### src/shifs_map.vh
/*
 * constants for the steering home/interlock fault supervisor: register offsets,
 * field positions, reset values, flash and sub codes, timing counts.
 * assumes a 100 MHz system clock and a 32-bit classic wishbone register port.
 */
`ifndef SHIFS_MAP_VH
`define SHIFS_MAP_VH

// ****************************************
// register byte offsets
// ****************************************
`define SHIFS_REG_CFG 8'h00
`define SHIFS_REG_PCHG 8'h04
`define SHIFS_REG_FAULT 8'h08
`define SHIFS_REG_CODE 8'h0c
`define SHIFS_REG_IRQ_STAT 8'h10
`define SHIFS_REG_IRQ_MASK 8'h14
`define SHIFS_REG_HOME_POS 8'h18
`define SHIFS_REG_TOL 8'h1c
`define SHIFS_REG_TMO 8'h20

// ****************************************
// cfg fields
// ****************************************
`define SHIFS_CFG_ILK_LSB 0
`define SHIFS_CFG_HOME_LSB 2
`define SHIFS_CFG_FULL_TURN_BIT 4
`define SHIFS_CFG_RST 32'h0000_0000

// ****************************************
// parameter change request bits (pchg)
// ****************************************
`define SHIFS_PCHG_CHANGED_BIT 0
`define SHIFS_PCHG_APPLOAD_BIT 1
`define SHIFS_PCHG_RANGE_BIT 2

// ****************************************
// fault bit positions
// ****************************************
`define SHIFS_F_PCHG 0
`define SHIFS_F_ILK 1
`define SHIFS_F_HSW 2
`define SHIFS_F_NOHOME 3
`define SHIFS_F_HREF 4

// ****************************************
// codes and modes
// ****************************************
`define SHIFS_FLASH_PCHG 8'h31
`define SHIFS_FLASH_ILK 8'h33
`define SHIFS_FLASH_HSW 8'h34
`define SHIFS_FLASH_NOHOME 8'h35
`define SHIFS_FLASH_HREF 8'h36
`define SHIFS_SUB_CODE 8'h01
`define SHIFS_ILK_CROSSED 2'h2
`define SHIFS_HOME_CROSSED 2'h1
`define SHIFS_HOME_SAME 2'h2
`define SHIFS_STATE_HOMING 3'h2
`define SHIFS_STATE_STEER 3'h4

// ****************************************
// travel limits, position unit 0.1 degree
// ****************************************
`define SHIFS_HALF_TRAVEL 16'h0708
`define SHIFS_FULL_TRAVEL 16'h0e10

// ****************************************
// timing
// ****************************************
`define SHIFS_CLK_MHZ 100
`define SHIFS_TICK_US 1000
`define SHIFS_TICK_CYC (`SHIFS_CLK_MHZ * `SHIFS_TICK_US)
`define SHIFS_TMO_RST 32'h0000_1388
`define SHIFS_TOL_RST 32'h0000_0032

`endif

### src/shifs_supervisor.v
/*
 * steering home/interlock fault supervisor: latches parameter change,
 * home switch, home not found and home drift faults, follows the unlatched interlock fault, with flash and
 * sub codes; classic wishbone slave with sticky status and mask interrupt.
 * assumes inputs synchronous to clk_i and rst_i asserted at key-switch power-up.
 */
// Added by the designer: the Wishbone slave port and the register addresses.
// Overview of operation
// - parameter needing power cycle changed raises fault 49 sub 1.
// - new application overwriting stored parameters raises fault 49.
// - serial unit requesting out-of-range parameter raises fault 49.
// - fault 49 stays latched until key-switch power is cycled.
// - interlock inputs one and three equal raises fault 51 sub 1.
// - interlock check only when type is crossed; clears once inputs differ.
// - homing type 1, home switches equal, beyond tolerance raises fault 52.
// - homing type 2, home switches differ, beyond tolerance raises fault 52.
// - homing state, home not found in 180/360 degrees or timeout raises 53.
// - steering state, home edge beyond tolerance from homed position raises 54.
`timescale 1ns/10ps
`include "shifs_map.vh"

module shifs_supervisor #(
  parameter TICK_CYC = `SHIFS_TICK_CYC,
  parameter POS_W = 16
) (
  // clock and reset
  input wire clk_i,
  input wire rst_i,
  // wishbone slave
  input wire cyc_i,
  input wire stb_i,
  input wire we_i,
  input wire [7:0] adr_i,
  input wire [3:0] sel_i,
  input wire [31:0] dat_i,
  output reg [31:0] dat_o,
  output reg ack_o,
  // switches and position
  input wire interlock_a_i,
  input wire interlock_c_i,
  input wire home_sense_a_i,
  input wire home_sense_b_i,
  input wire home_i,
  input wire [POS_W-1:0] wheel_pos_i,
  input wire [2:0] steer_state_i,
  // fault report
  output reg [4:0] fault_o,
  output reg [7:0] flash_code_o,
  output reg [7:0] sub_code_o,
  output wire irq_o
);

  // ****************************************
  // helpers
  // ****************************************
  function [POS_W-1:0] absdiff;
    input [POS_W-1:0] a;
    input [POS_W-1:0] b;
    begin
      absdiff = (a > b) ? (a - b) : (b - a);
    end
  endfunction

  function [31:0] merge;
    input [31:0] old;
    input [31:0] data;
    input [3:0] sel;
    integer k;
    begin
      merge = old;
      for (k = 0; k < 4; k = k + 1) begin
        if (sel[k]) begin
          merge[k*8 +: 8] = data[k*8 +: 8];
        end
      end
    end
  endfunction

  // ****************************************
  // registers
  // ****************************************
  reg [31:0] cfg;
  reg [31:0] tol;
  reg [31:0] tmo;
  reg [4:0] irq_stat;
  reg [4:0] irq_mask;
  reg [POS_W-1:0] home_pos;
  reg home_valid;
  reg home_q;
  reg [POS_W-1:0] homing_start;
  reg homing_active;
  reg [31:0] tick_cnt;
  reg [31:0] ms_cnt;
  reg [2:0] pchg_req;
  reg ms_tick;

  wire bus_req;
  wire wr;
  wire rd;
  assign bus_req = cyc_i & stb_i & ~ack_o;
  assign wr = bus_req & we_i;
  assign rd = bus_req & ~we_i;

  wire [1:0] ilk_type;
  wire [1:0] home_type;
  wire full_turn;
  wire [POS_W-1:0] tol_w;
  assign ilk_type = cfg[`SHIFS_CFG_ILK_LSB +: 2];
  assign home_type = cfg[`SHIFS_CFG_HOME_LSB +: 2];
  assign full_turn = cfg[`SHIFS_CFG_FULL_TURN_BIT];
  assign tol_w = tol[POS_W-1:0];

  // ****************************************
  // fault conditions
  // ****************************************
  wire [POS_W-1:0] off_home;
  wire beyond_tol;
  wire ilk_bad;
  wire hsw_bad;
  wire [POS_W-1:0] travel;
  wire [POS_W-1:0] travel_lim;
  wire homing;
  wire nohome_bad;
  wire home_edge;
  wire href_bad;
  wire pchg_bad;

  assign off_home = absdiff(wheel_pos_i, home_pos);
  // switch check only once home is known, the tolerance means nothing before
  assign beyond_tol = home_valid & (off_home > tol_w);
  assign ilk_bad = (ilk_type == `SHIFS_ILK_CROSSED) & (interlock_a_i == interlock_c_i);
  assign hsw_bad = beyond_tol &
    (((home_type == `SHIFS_HOME_CROSSED) & (home_sense_a_i == home_sense_b_i)) |
     ((home_type == `SHIFS_HOME_SAME) & (home_sense_a_i != home_sense_b_i)));
  assign travel = absdiff(wheel_pos_i, homing_start);
  assign travel_lim = full_turn ? `SHIFS_FULL_TRAVEL : `SHIFS_HALF_TRAVEL;
  assign homing = (steer_state_i == `SHIFS_STATE_HOMING);
  assign nohome_bad = homing & homing_active & ~home_valid &
    ((travel > travel_lim) | (ms_cnt >= tmo));
  assign home_edge = home_i ^ home_q;
  assign href_bad = (steer_state_i == `SHIFS_STATE_STEER) & home_valid & home_edge &
    (off_home > tol_w);
  assign pchg_bad = |pchg_req;

  wire [4:0] next_fault;
  assign next_fault[`SHIFS_F_PCHG] = fault_o[`SHIFS_F_PCHG] | pchg_bad;
  assign next_fault[`SHIFS_F_ILK] = ilk_bad;
  assign next_fault[`SHIFS_F_HSW] = fault_o[`SHIFS_F_HSW] | hsw_bad;
  assign next_fault[`SHIFS_F_NOHOME] = fault_o[`SHIFS_F_NOHOME] | nohome_bad;
  assign next_fault[`SHIFS_F_HREF] = fault_o[`SHIFS_F_HREF] | href_bad;

  wire [4:0] rise = next_fault & ~fault_o;

  // ****************************************
  // homing tracking and timeout
  // ****************************************
  always @(posedge clk_i) begin
    if (rst_i) begin
      tick_cnt <= 32'h0000_0000;
      ms_tick <= 1'b0;
    end else begin
      ms_tick <= 1'b0;
      // restart on homing entry so the first millisecond is a full one
      if (homing & ~homing_active) begin
        tick_cnt <= 32'h0000_0000;
      end else if (tick_cnt == TICK_CYC - 1) begin
        tick_cnt <= 32'h0000_0000;
        ms_tick <= 1'b1;
      end else begin
        tick_cnt <= tick_cnt + 32'h0000_0001;
      end
    end
  end

  // ****************************************
  // home search state
  // ****************************************
  always @(posedge clk_i) begin
    if (rst_i) begin
      home_q <= 1'b0;
      home_valid <= 1'b0;
      home_pos <= {POS_W{1'b0}};
      homing_start <= {POS_W{1'b0}};
      homing_active <= 1'b0;
      ms_cnt <= 32'h0000_0000;
    end else begin
      home_q <= home_i;
      if (homing & ~homing_active) begin
        homing_active <= 1'b1;
        homing_start <= wheel_pos_i;
        home_valid <= 1'b0;
        ms_cnt <= 32'h0000_0000;
      end else if (homing) begin
        // home found on the first home edge during homing
        if (home_edge & ~home_valid) begin
          home_valid <= 1'b1;
          home_pos <= wheel_pos_i;
        end
        // saturating: a stuck timer must never wrap back under the limit
        if (ms_tick && ms_cnt != 32'hffff_ffff) begin
          ms_cnt <= ms_cnt + 32'h0000_0001;
        end
      end else begin
        homing_active <= 1'b0;
      end
    end
  end

  // ****************************************
  // fault latches and report
  // ****************************************
  always @(posedge clk_i) begin
    if (rst_i) begin
      fault_o <= 5'h00;
      flash_code_o <= 8'h00;
      sub_code_o <= 8'h00;
    end else begin
      fault_o <= next_fault;
      // lowest numbered active fault is reported first
      if (next_fault[`SHIFS_F_PCHG]) begin
        flash_code_o <= `SHIFS_FLASH_PCHG;
      end else if (next_fault[`SHIFS_F_ILK]) begin
        flash_code_o <= `SHIFS_FLASH_ILK;
      end else if (next_fault[`SHIFS_F_HSW]) begin
        flash_code_o <= `SHIFS_FLASH_HSW;
      end else if (next_fault[`SHIFS_F_NOHOME]) begin
        flash_code_o <= `SHIFS_FLASH_NOHOME;
      end else if (next_fault[`SHIFS_F_HREF]) begin
        flash_code_o <= `SHIFS_FLASH_HREF;
      end else begin
        flash_code_o <= 8'h00;
      end
      // one sub code per flash code here, so any fault reports it
      if (|next_fault) begin
        sub_code_o <= `SHIFS_SUB_CODE;
      end else begin
        sub_code_o <= 8'h00;
      end
    end
  end

  // ****************************************
  // wishbone registers
  // ****************************************
  always @(posedge clk_i) begin
    if (rst_i) begin
      cfg <= `SHIFS_CFG_RST;
      tol <= `SHIFS_TOL_RST;
      tmo <= `SHIFS_TMO_RST;
      irq_mask <= 5'h00;
      pchg_req <= 3'h0;
    end else begin
      // request bits are one-cycle pulses into the fault latch
      pchg_req <= 3'h0;
      if (wr) begin
        case (adr_i)
          `SHIFS_REG_CFG: begin
            cfg <= merge(cfg, dat_i, sel_i);
          end
          `SHIFS_REG_PCHG: begin
            if (sel_i[0]) begin
              pchg_req <= dat_i[2:0];
            end
          end
          `SHIFS_REG_IRQ_MASK: begin
            if (sel_i[0]) begin
              irq_mask <= dat_i[4:0];
            end
          end
          `SHIFS_REG_TOL: begin
            tol <= merge(tol, dat_i, sel_i);
          end
          `SHIFS_REG_TMO: begin
            tmo <= merge(tmo, dat_i, sel_i);
          end
          default: begin
          end
        endcase
      end
    end
  end

  // ****************************************
  // read data and acknowledge
  // ****************************************
  // registered ack: one wait state, and a held strobe is never taken twice
  always @(posedge clk_i) begin
    if (rst_i) begin
      ack_o <= 1'b0;
      dat_o <= 32'h0000_0000;
    end else begin
      ack_o <= bus_req;
      if (rd) begin
        case (adr_i)
          `SHIFS_REG_CFG: begin
            dat_o <= cfg;
          end
          `SHIFS_REG_FAULT: begin
            dat_o <= {27'h0000000, fault_o};
          end
          `SHIFS_REG_CODE: begin
            dat_o <= {16'h0000, sub_code_o, flash_code_o};
          end
          `SHIFS_REG_IRQ_STAT: begin
            dat_o <= {27'h0000000, irq_stat};
          end
          `SHIFS_REG_IRQ_MASK: begin
            dat_o <= {27'h0000000, irq_mask};
          end
          `SHIFS_REG_HOME_POS: begin
            dat_o <= {{(32-POS_W){1'b0}}, home_pos};
          end
          `SHIFS_REG_TOL: begin
            dat_o <= tol;
          end
          `SHIFS_REG_TMO: begin
            dat_o <= tmo;
          end
          default: begin
            dat_o <= 32'h0000_0000;
          end
        endcase
      end
    end
  end

  // ****************************************
  // interrupt status
  // ****************************************
  always @(posedge clk_i) begin
    if (rst_i) begin
      irq_stat <= 5'h00;
    end else if (rd && adr_i == `SHIFS_REG_IRQ_STAT) begin
      // set wins over the clear-on-read, so a new fault is never lost
      irq_stat <= rise;
    end else begin
      irq_stat <= irq_stat | rise;
    end
  end

  assign irq_o = |(irq_stat & irq_mask);

endmodule

### config.mk
export PLATFORM = sky130hd
export DESIGN_NAME = shifs_supervisor
export DESIGN_NICKNAME = d
export VERILOG_FILES = /design/src/shifs_supervisor.v
export VERILOG_INCLUDE_DIRS = /design/src
export SDC_FILE = /design/constraint.sdc
export NUM_CORES = 1
export LEC_CHECK = 0
export ABC_AREA = 1
export BUFFER_PORTS_ARGS = -buffer_cell sky130_fd_sc_hd__buf_2
export CAP_MARGIN = 20
export CORE_MARGIN = 8
export CORE_UTILIZATION = 35
export DETAILED_ROUTE_END_ITERATION = 6
export PLACE_DENSITY = 0.59
export SKIP_CTS_REPAIR_TIMING = 1
export SYNTH_ARGS = -nofsm -noshare
export SYNTH_HDL_FRONTEND = slang
export SYNTH_SLANG_ARGS = --single-unit
### constraint.sdc
create_clock -name clk_i -period 3.4 [get_ports clk_i]
set_clock_uncertainty 0.2 [all_clocks]
set_input_delay 0.17 -clock clk_i [delete_from_list [all_inputs] [get_ports clk_i]]
set_output_delay 0.17 -clock clk_i [all_outputs]
set_load 0.01 [all_outputs]
-- Word level (Yosys, flattened, before mapping)
Index checks and enable logic that the tools add are counted.
- add/sub/neg operators: 6
- order comparisons: 5
- equal/unequal tests: 19
- mux-type cells: 14
- bitwise logic cells: 36
- reduce and logical (&&, ||, !) cells: 28
- operators by type and width (cell ; count):
    $pmux 32 s8 ; 1
    $add 32x1->32 const B ; 2
    $sub 16x16->16 ; 4
    $gt 16x16->1 ; 3
    $reduce_and 3->1 ; 14
    $eq 32x17->1 const B ; 1
    $eq 8x5->1 const B ; 4
    $ge 32x32->1 ; 1
    $mux 16 ; 2
    $ne 32x32->1 const B ; 1
    $mux 6 ; 5
    $and 1x1->1 ; 17
    $eq 8x4->1 const B ; 2
    $gt 16x12->1 ; 1
    $reduce_or 5->1 ; 3
    $mux 12 ; 1
    $and 5x5->5 ; 2
    $reduce_or 3->1 ; 3
    $eq 8x3->1 const B ; 1
    $eq 8x6->1 const B ; 1
    $logic_not 8->1 ; 1
    $not 1->1 ; 8
    $or 1x1->1 ; 6
    $mux 5 ; 1
    15 further kinds ; 23
- flip-flop bits (word level): 263
- bits of input ports: 73

-- Logic depth before layout (Yosys ltp)
- word-level depth: 10
- depth in mapped cells: 29
- mapped depth without buffers: 27

-- Worst setup path after synthesis
OpenSTA, ideal clock, no wires.
- path type: register to register
- start point: reg home_pos[10]
- end point: reg flash_code_o[4]
- setup time: 0.058 ns
- arrival: 3.513 ns
- path slack: -0.371 ns
- stages on the path, launching flop included: 26
- path buffers: 2
- cells stage by stage: dfxtp_1 > ha_1 > clkbuf_2 > nand2_1 > o21ai_0 > a2111oi_0 > o21ai_0 > nand2_1 > buf_2 > mux2_2 > ha_1 > inv_1 > nor2_1 > nor2_1 > o21a_1 > o221ai_1 > nand2_1 > o211ai_1 > nand2_1 > nor2_1 > nand2_1 > nand2_1 > inv_1 > nand4_1 > nand2_1 > nand2_1
- cells in the longest elaborated chain, start to end: 10
- elaborated cells on any way between the ends: 15
- ends and longest elaborated chain (element ; RTL line ; source):
    start, declared ; shifs_supervisor.v:87 ; reg [POS_W-1:0] home_pos;
    start signal, assigned ; shifs_supervisor.v:182 ; home_pos <= {POS_W{1'b0}};
    start signal, assigned ; shifs_supervisor.v:197 ; home_pos <= wheel_pos_i;
    $sub 16x16->16 or $gt 16x16->1 (tied branches) ; shifs_supervisor.v:60 ; absdiff = (a > b) ? (a - b) : (b - a);
    $mux 16 * ; shifs_supervisor.v:60 ;
    $gt 16x16->1 * ; shifs_supervisor.v:130, shifs_supervisor.v:142 ;
    $and 1x1->1 ; shifs_supervisor.v:141 ; assign href_bad = (steer_state_i == `SHIFS_STATE_STEER) & home_valid & home_edge &
    $or 1x1->1 ; shifs_supervisor.v:150 ; assign next_fault[`SHIFS_F_HREF] = fault_o[`SHIFS_F_HREF] | href_bad;
    $mux 6 ; shifs_supervisor.v:228 ; end else if (next_fault[`SHIFS_F_HREF]) begin
    $mux 6 ; shifs_supervisor.v:226 ; end else if (next_fault[`SHIFS_F_NOHOME]) begin
    $mux 6 * ; shifs_supervisor.v:224 ; end else if (next_fault[`SHIFS_F_HSW]) begin
    $mux 6 * ; shifs_supervisor.v:222 ; end else if (next_fault[`SHIFS_F_ILK]) begin
    $mux 6 * ; shifs_supervisor.v:220 ; if (next_fault[`SHIFS_F_PCHG]) begin
    end signal, assigned ; shifs_supervisor.v:221 ; flash_code_o <= `SHIFS_FLASH_PCHG;
    end signal, assigned ; shifs_supervisor.v:223 ; flash_code_o <= `SHIFS_FLASH_ILK;
    end signal, assigned ; shifs_supervisor.v:225 ; flash_code_o <= `SHIFS_FLASH_HSW;
    end, declared ; shifs_supervisor.v:48 ; output reg [7:0] flash_code_o,
Mark *: on every way between the ends. The rest lies on a longest branch, timed or not.
A chain may end at the register's enable or synchronous reset.

-- Final worst setup path
- start point: reg home_pos[0]
- end point: reg fault_o[4]
- cells in the longest elaborated chain, start to end: 5
- elaborated cells on any way between the ends: 7
- ends and longest elaborated chain (element ; RTL line ; source):
    $sub 16x16->16 or $gt 16x16->1 (tied branches) ; shifs_supervisor.v:60 ;
    $mux 16 * ; shifs_supervisor.v:60 ;
    $gt 16x16->1 * ; shifs_supervisor.v:142 ; (off_home > tol_w);
    $and 1x1->1 * ; shifs_supervisor.v:141 ;
    $or 1x1->1 * ; shifs_supervisor.v:150 ;
    end signal, assigned ; shifs_supervisor.v:218 ; fault_o <= next_fault;
    end, declared ; shifs_supervisor.v:47 ; output reg [4:0] fault_o,
Marked as above.

==> impl_metrics.ini <==
[run_status]
outcome = finished with violations
violations = hold timing, setup timing

[route]
routed_wl_um = 50210
met2_length_um = 24340
drt_iter0_drc = 977
ant_nets = 0
num_vias = 16110
drc = 0
avgViaCountPerCell = 4.912
firstDrtPassIters = 7
dr_wl_met3_um = 2127
top_layer_used = met5
post_drt_wl_per_cell_um = 15.31
met1_length_um = 22050

[min_path]
min_to = home_pos[1]
hp-start = wheel_pos_i[1]
min_path_cells = 4
holdCritPathClass = primary input to register

[clock_network]
cts_tree = yes
htreeDepth = 1
clock-sinks = 252
cts_inserted_buffers = 30
insertion_delay_ps = 570
clk_pin_slew_ps = 60
cts_root_buf = clkbuf_16
clockBufferDepth = 3

[grt]
grt_pass1_vias = 15230
grt_max_degree = 71
overflow = 0
grt_pass1_wl_um = 77540
grt_util_all_layers_pct = 18.49
grt_antenna_before_repair = 7

[die]
die_w_um = 226.4
rows = 77
dieArea_um2 = 51240
die_y_um = 226.4
initial_utilization_pct = 35.25
coreArea_um2 = 43930
ios = 128

[synth]
avgSynthCellArea_um2 = 6.841
ys.flop_type = dfxtp_1
synth_top_cell_by_area = dfxtp_1
netlist_area_um2 = 15490
synth-async-reset-ratio_pct = 0
synth_cell_type_count = 70
ys.warnings.count = 0
synth-edff-count = 0
synth-seq-area-share_pct = 32.57
synth_seq_cells = 252
postSynthCellCount = 2264
synthTopCellsByArea = dfxtp_1 (33%), nand2_1 (12%), ha_1 (9.4%)
synth.top_cell.area_share_pct = 32.57

[worst_setup_path]
worst-r2r-setup-slack_ps = -540
crit_type = register to register
cp_num_buf_inv = 7
cp_max_fo = 6
rr_worst_depth = 26
cpMostUsedCell = nand2_2
crit_family = simple AND/OR/NAND/NOR gates
r2r_start = home_pos[0]
arrival_ps = 4250
cp-startpoint = home_pos[0]
reg2reg_to = fault_o[4]
crit_path_end_kind = register
start_kind = register
crit_required_ps = 3700
cp_slowest_cell = fa_2
slowest_delay_ps = 360

[timing]
period_share_pct = 116.0
layout_setup_ws_ps = -543.7
tightest_slew_ps = 744.5
fmax_mhz = 253.6
slew_violations = 0
finalCriticalPeriod_ps = 3944
setup_viol = 11
hold_viol_final = 5
rsz0062_at_grt = true
finalSetupTns_ps = -4351
hold_ws_ps = -57.70
slew_headroom_pct = 50.31

[placement]
hpwl_um = 38780
place_inst = 3129
io_buffer_count = 117
gp_congestion = 0.9330
dpl_cell_area_um2 = 18280

[power_and_ir_drop]
p_per_area_nw_per_um2 = 372.8
finalPower_w = 0.007711
ir_drop_v = 0.0003197
leakage_nw = 9.274

[final_layout]
stdcell_area_um2 = 20680
stdcell_count = 3279
final_nets = 2855
mostFrequentLayoutCells = nand2_1 (463), inv_1 (335), dfxtp_1 (245)
area_growth_syn_to_layout_pct = 33.56
final_common_cell = nand2_1
drive_gt1_share_pct = 20.86

[run]
cap_viol_max_count = 0
## layer usage
layer  vias to the layer above  GRT usage [%]
met5                         -              0
met4                        10          6.582
met3                        98          2.664
met2                       353          32.37
met1                      7455          22.87
li1                       8189              -
## how the worst max path moves through the flow
stage                            to  slack, ps  depth (start not counted)
global route          sub_code_o[0]       -810                         27
finish                   fault_o[4]       -540                         26
CTS                 flash_code_o[4]      -1140                         25
global placement    flash_code_o[4]      -1030                         26
detailed placement  flash_code_o[4]      -1150                         26
floorplan           flash_code_o[4]       -210                         25
## flip-flops by register name, indices dropped and copies added (netlist names), 16 cells and up
name          flops
cfg              32
dat_o            32
ms_cnt           32
tick_cnt         32
tmo              32
tol              32
home_pos         16
homing_start     16
## through the flow
stage / util (%) / hold slack [ps] / worst slack, ps
2_1_floorplan: - / 76.97 / -209.7
3_3_place_gp: 41.61 / 207.0 / -1031
3_5_place_dp: 41.61 / 207.0 / -1150
4_1_cts: 44.02 / -395.0 / -1139
5_1_grt: 47.08 / 0.7924 / -806.4
6_report: 47.08 / -57.70 / -543.7
## logic make-up after synthesis
| logic type | after synthesis | synth area share (%) |
|---|---|---|
| and+or+nand+nor | 894 | 25.10 |
| muxes | 8 | 0.5655 |
| adders and majority gates | 120 | 9.889 |
| xor gates and xnor gates | 36 | 2.036 |
| AOI/OAI and AO/OA | 525 | 18.94 |
| DFF | 252 | 32.57 |
| other | 1 | 0.02421 |
| buffers and inverters | 428 | 10.87 |
## worst min-delay path, cell delays in order
cell and delay (ps):
buf_2 160, buf_4 140, o21ai_0 80, a21oi_1 110
## power by group
group	switching, W	internal [W]
combinational	0.000714	0.000591
sequential	0.0000116	0.00297
clock	0.00134	0.00208
## Yosys cell counts, types with 3 or more instances
cell         n
nand2_1    475
inv_1      343
dfxtp_1    252
a21oi_1    246
nor2_1     203
o21ai_0    173
ha_1       116
nand3_1     68
clkbuf_1    53
nor3_1      34
nand4_1     33
xor2_1      24
nand2_2     20
o211ai_1    17
o221ai_1    15
o22ai_1     14
buf_4       12
xnor2_1     12
a211oi_1    11
o21a_1      10
nor2_2       9
nor3b_1      7
nor4_1       7
buf_2        6
mux2_2       6
inv_2        5
nor3_2       5
o2111ai_1    5
a21o_1       4
and3_1       4
fa_1         4
nand2_4      4
o31ai_1      4
or2_2        4
a21oi_2      3
a221oi_1     3
a31oi_1      3
and2_1       3
clkinv_1     3
nor2_4       3
or3_1        3
## layout make-up
type / count / area, um2
diodes: 2 / 5.005
clock buffers: 40 / 859.6
clock inverters: 15 / 200.2
fillers: 4506 / 23250
inverters: 352 / 1326
multi-input cells: 1594 / 9281
flip-flops and latches: 252 / 5054
well taps: 592 / 740.7
repair buffers: 432 / 3218
(Power assumes the default switching activity.)
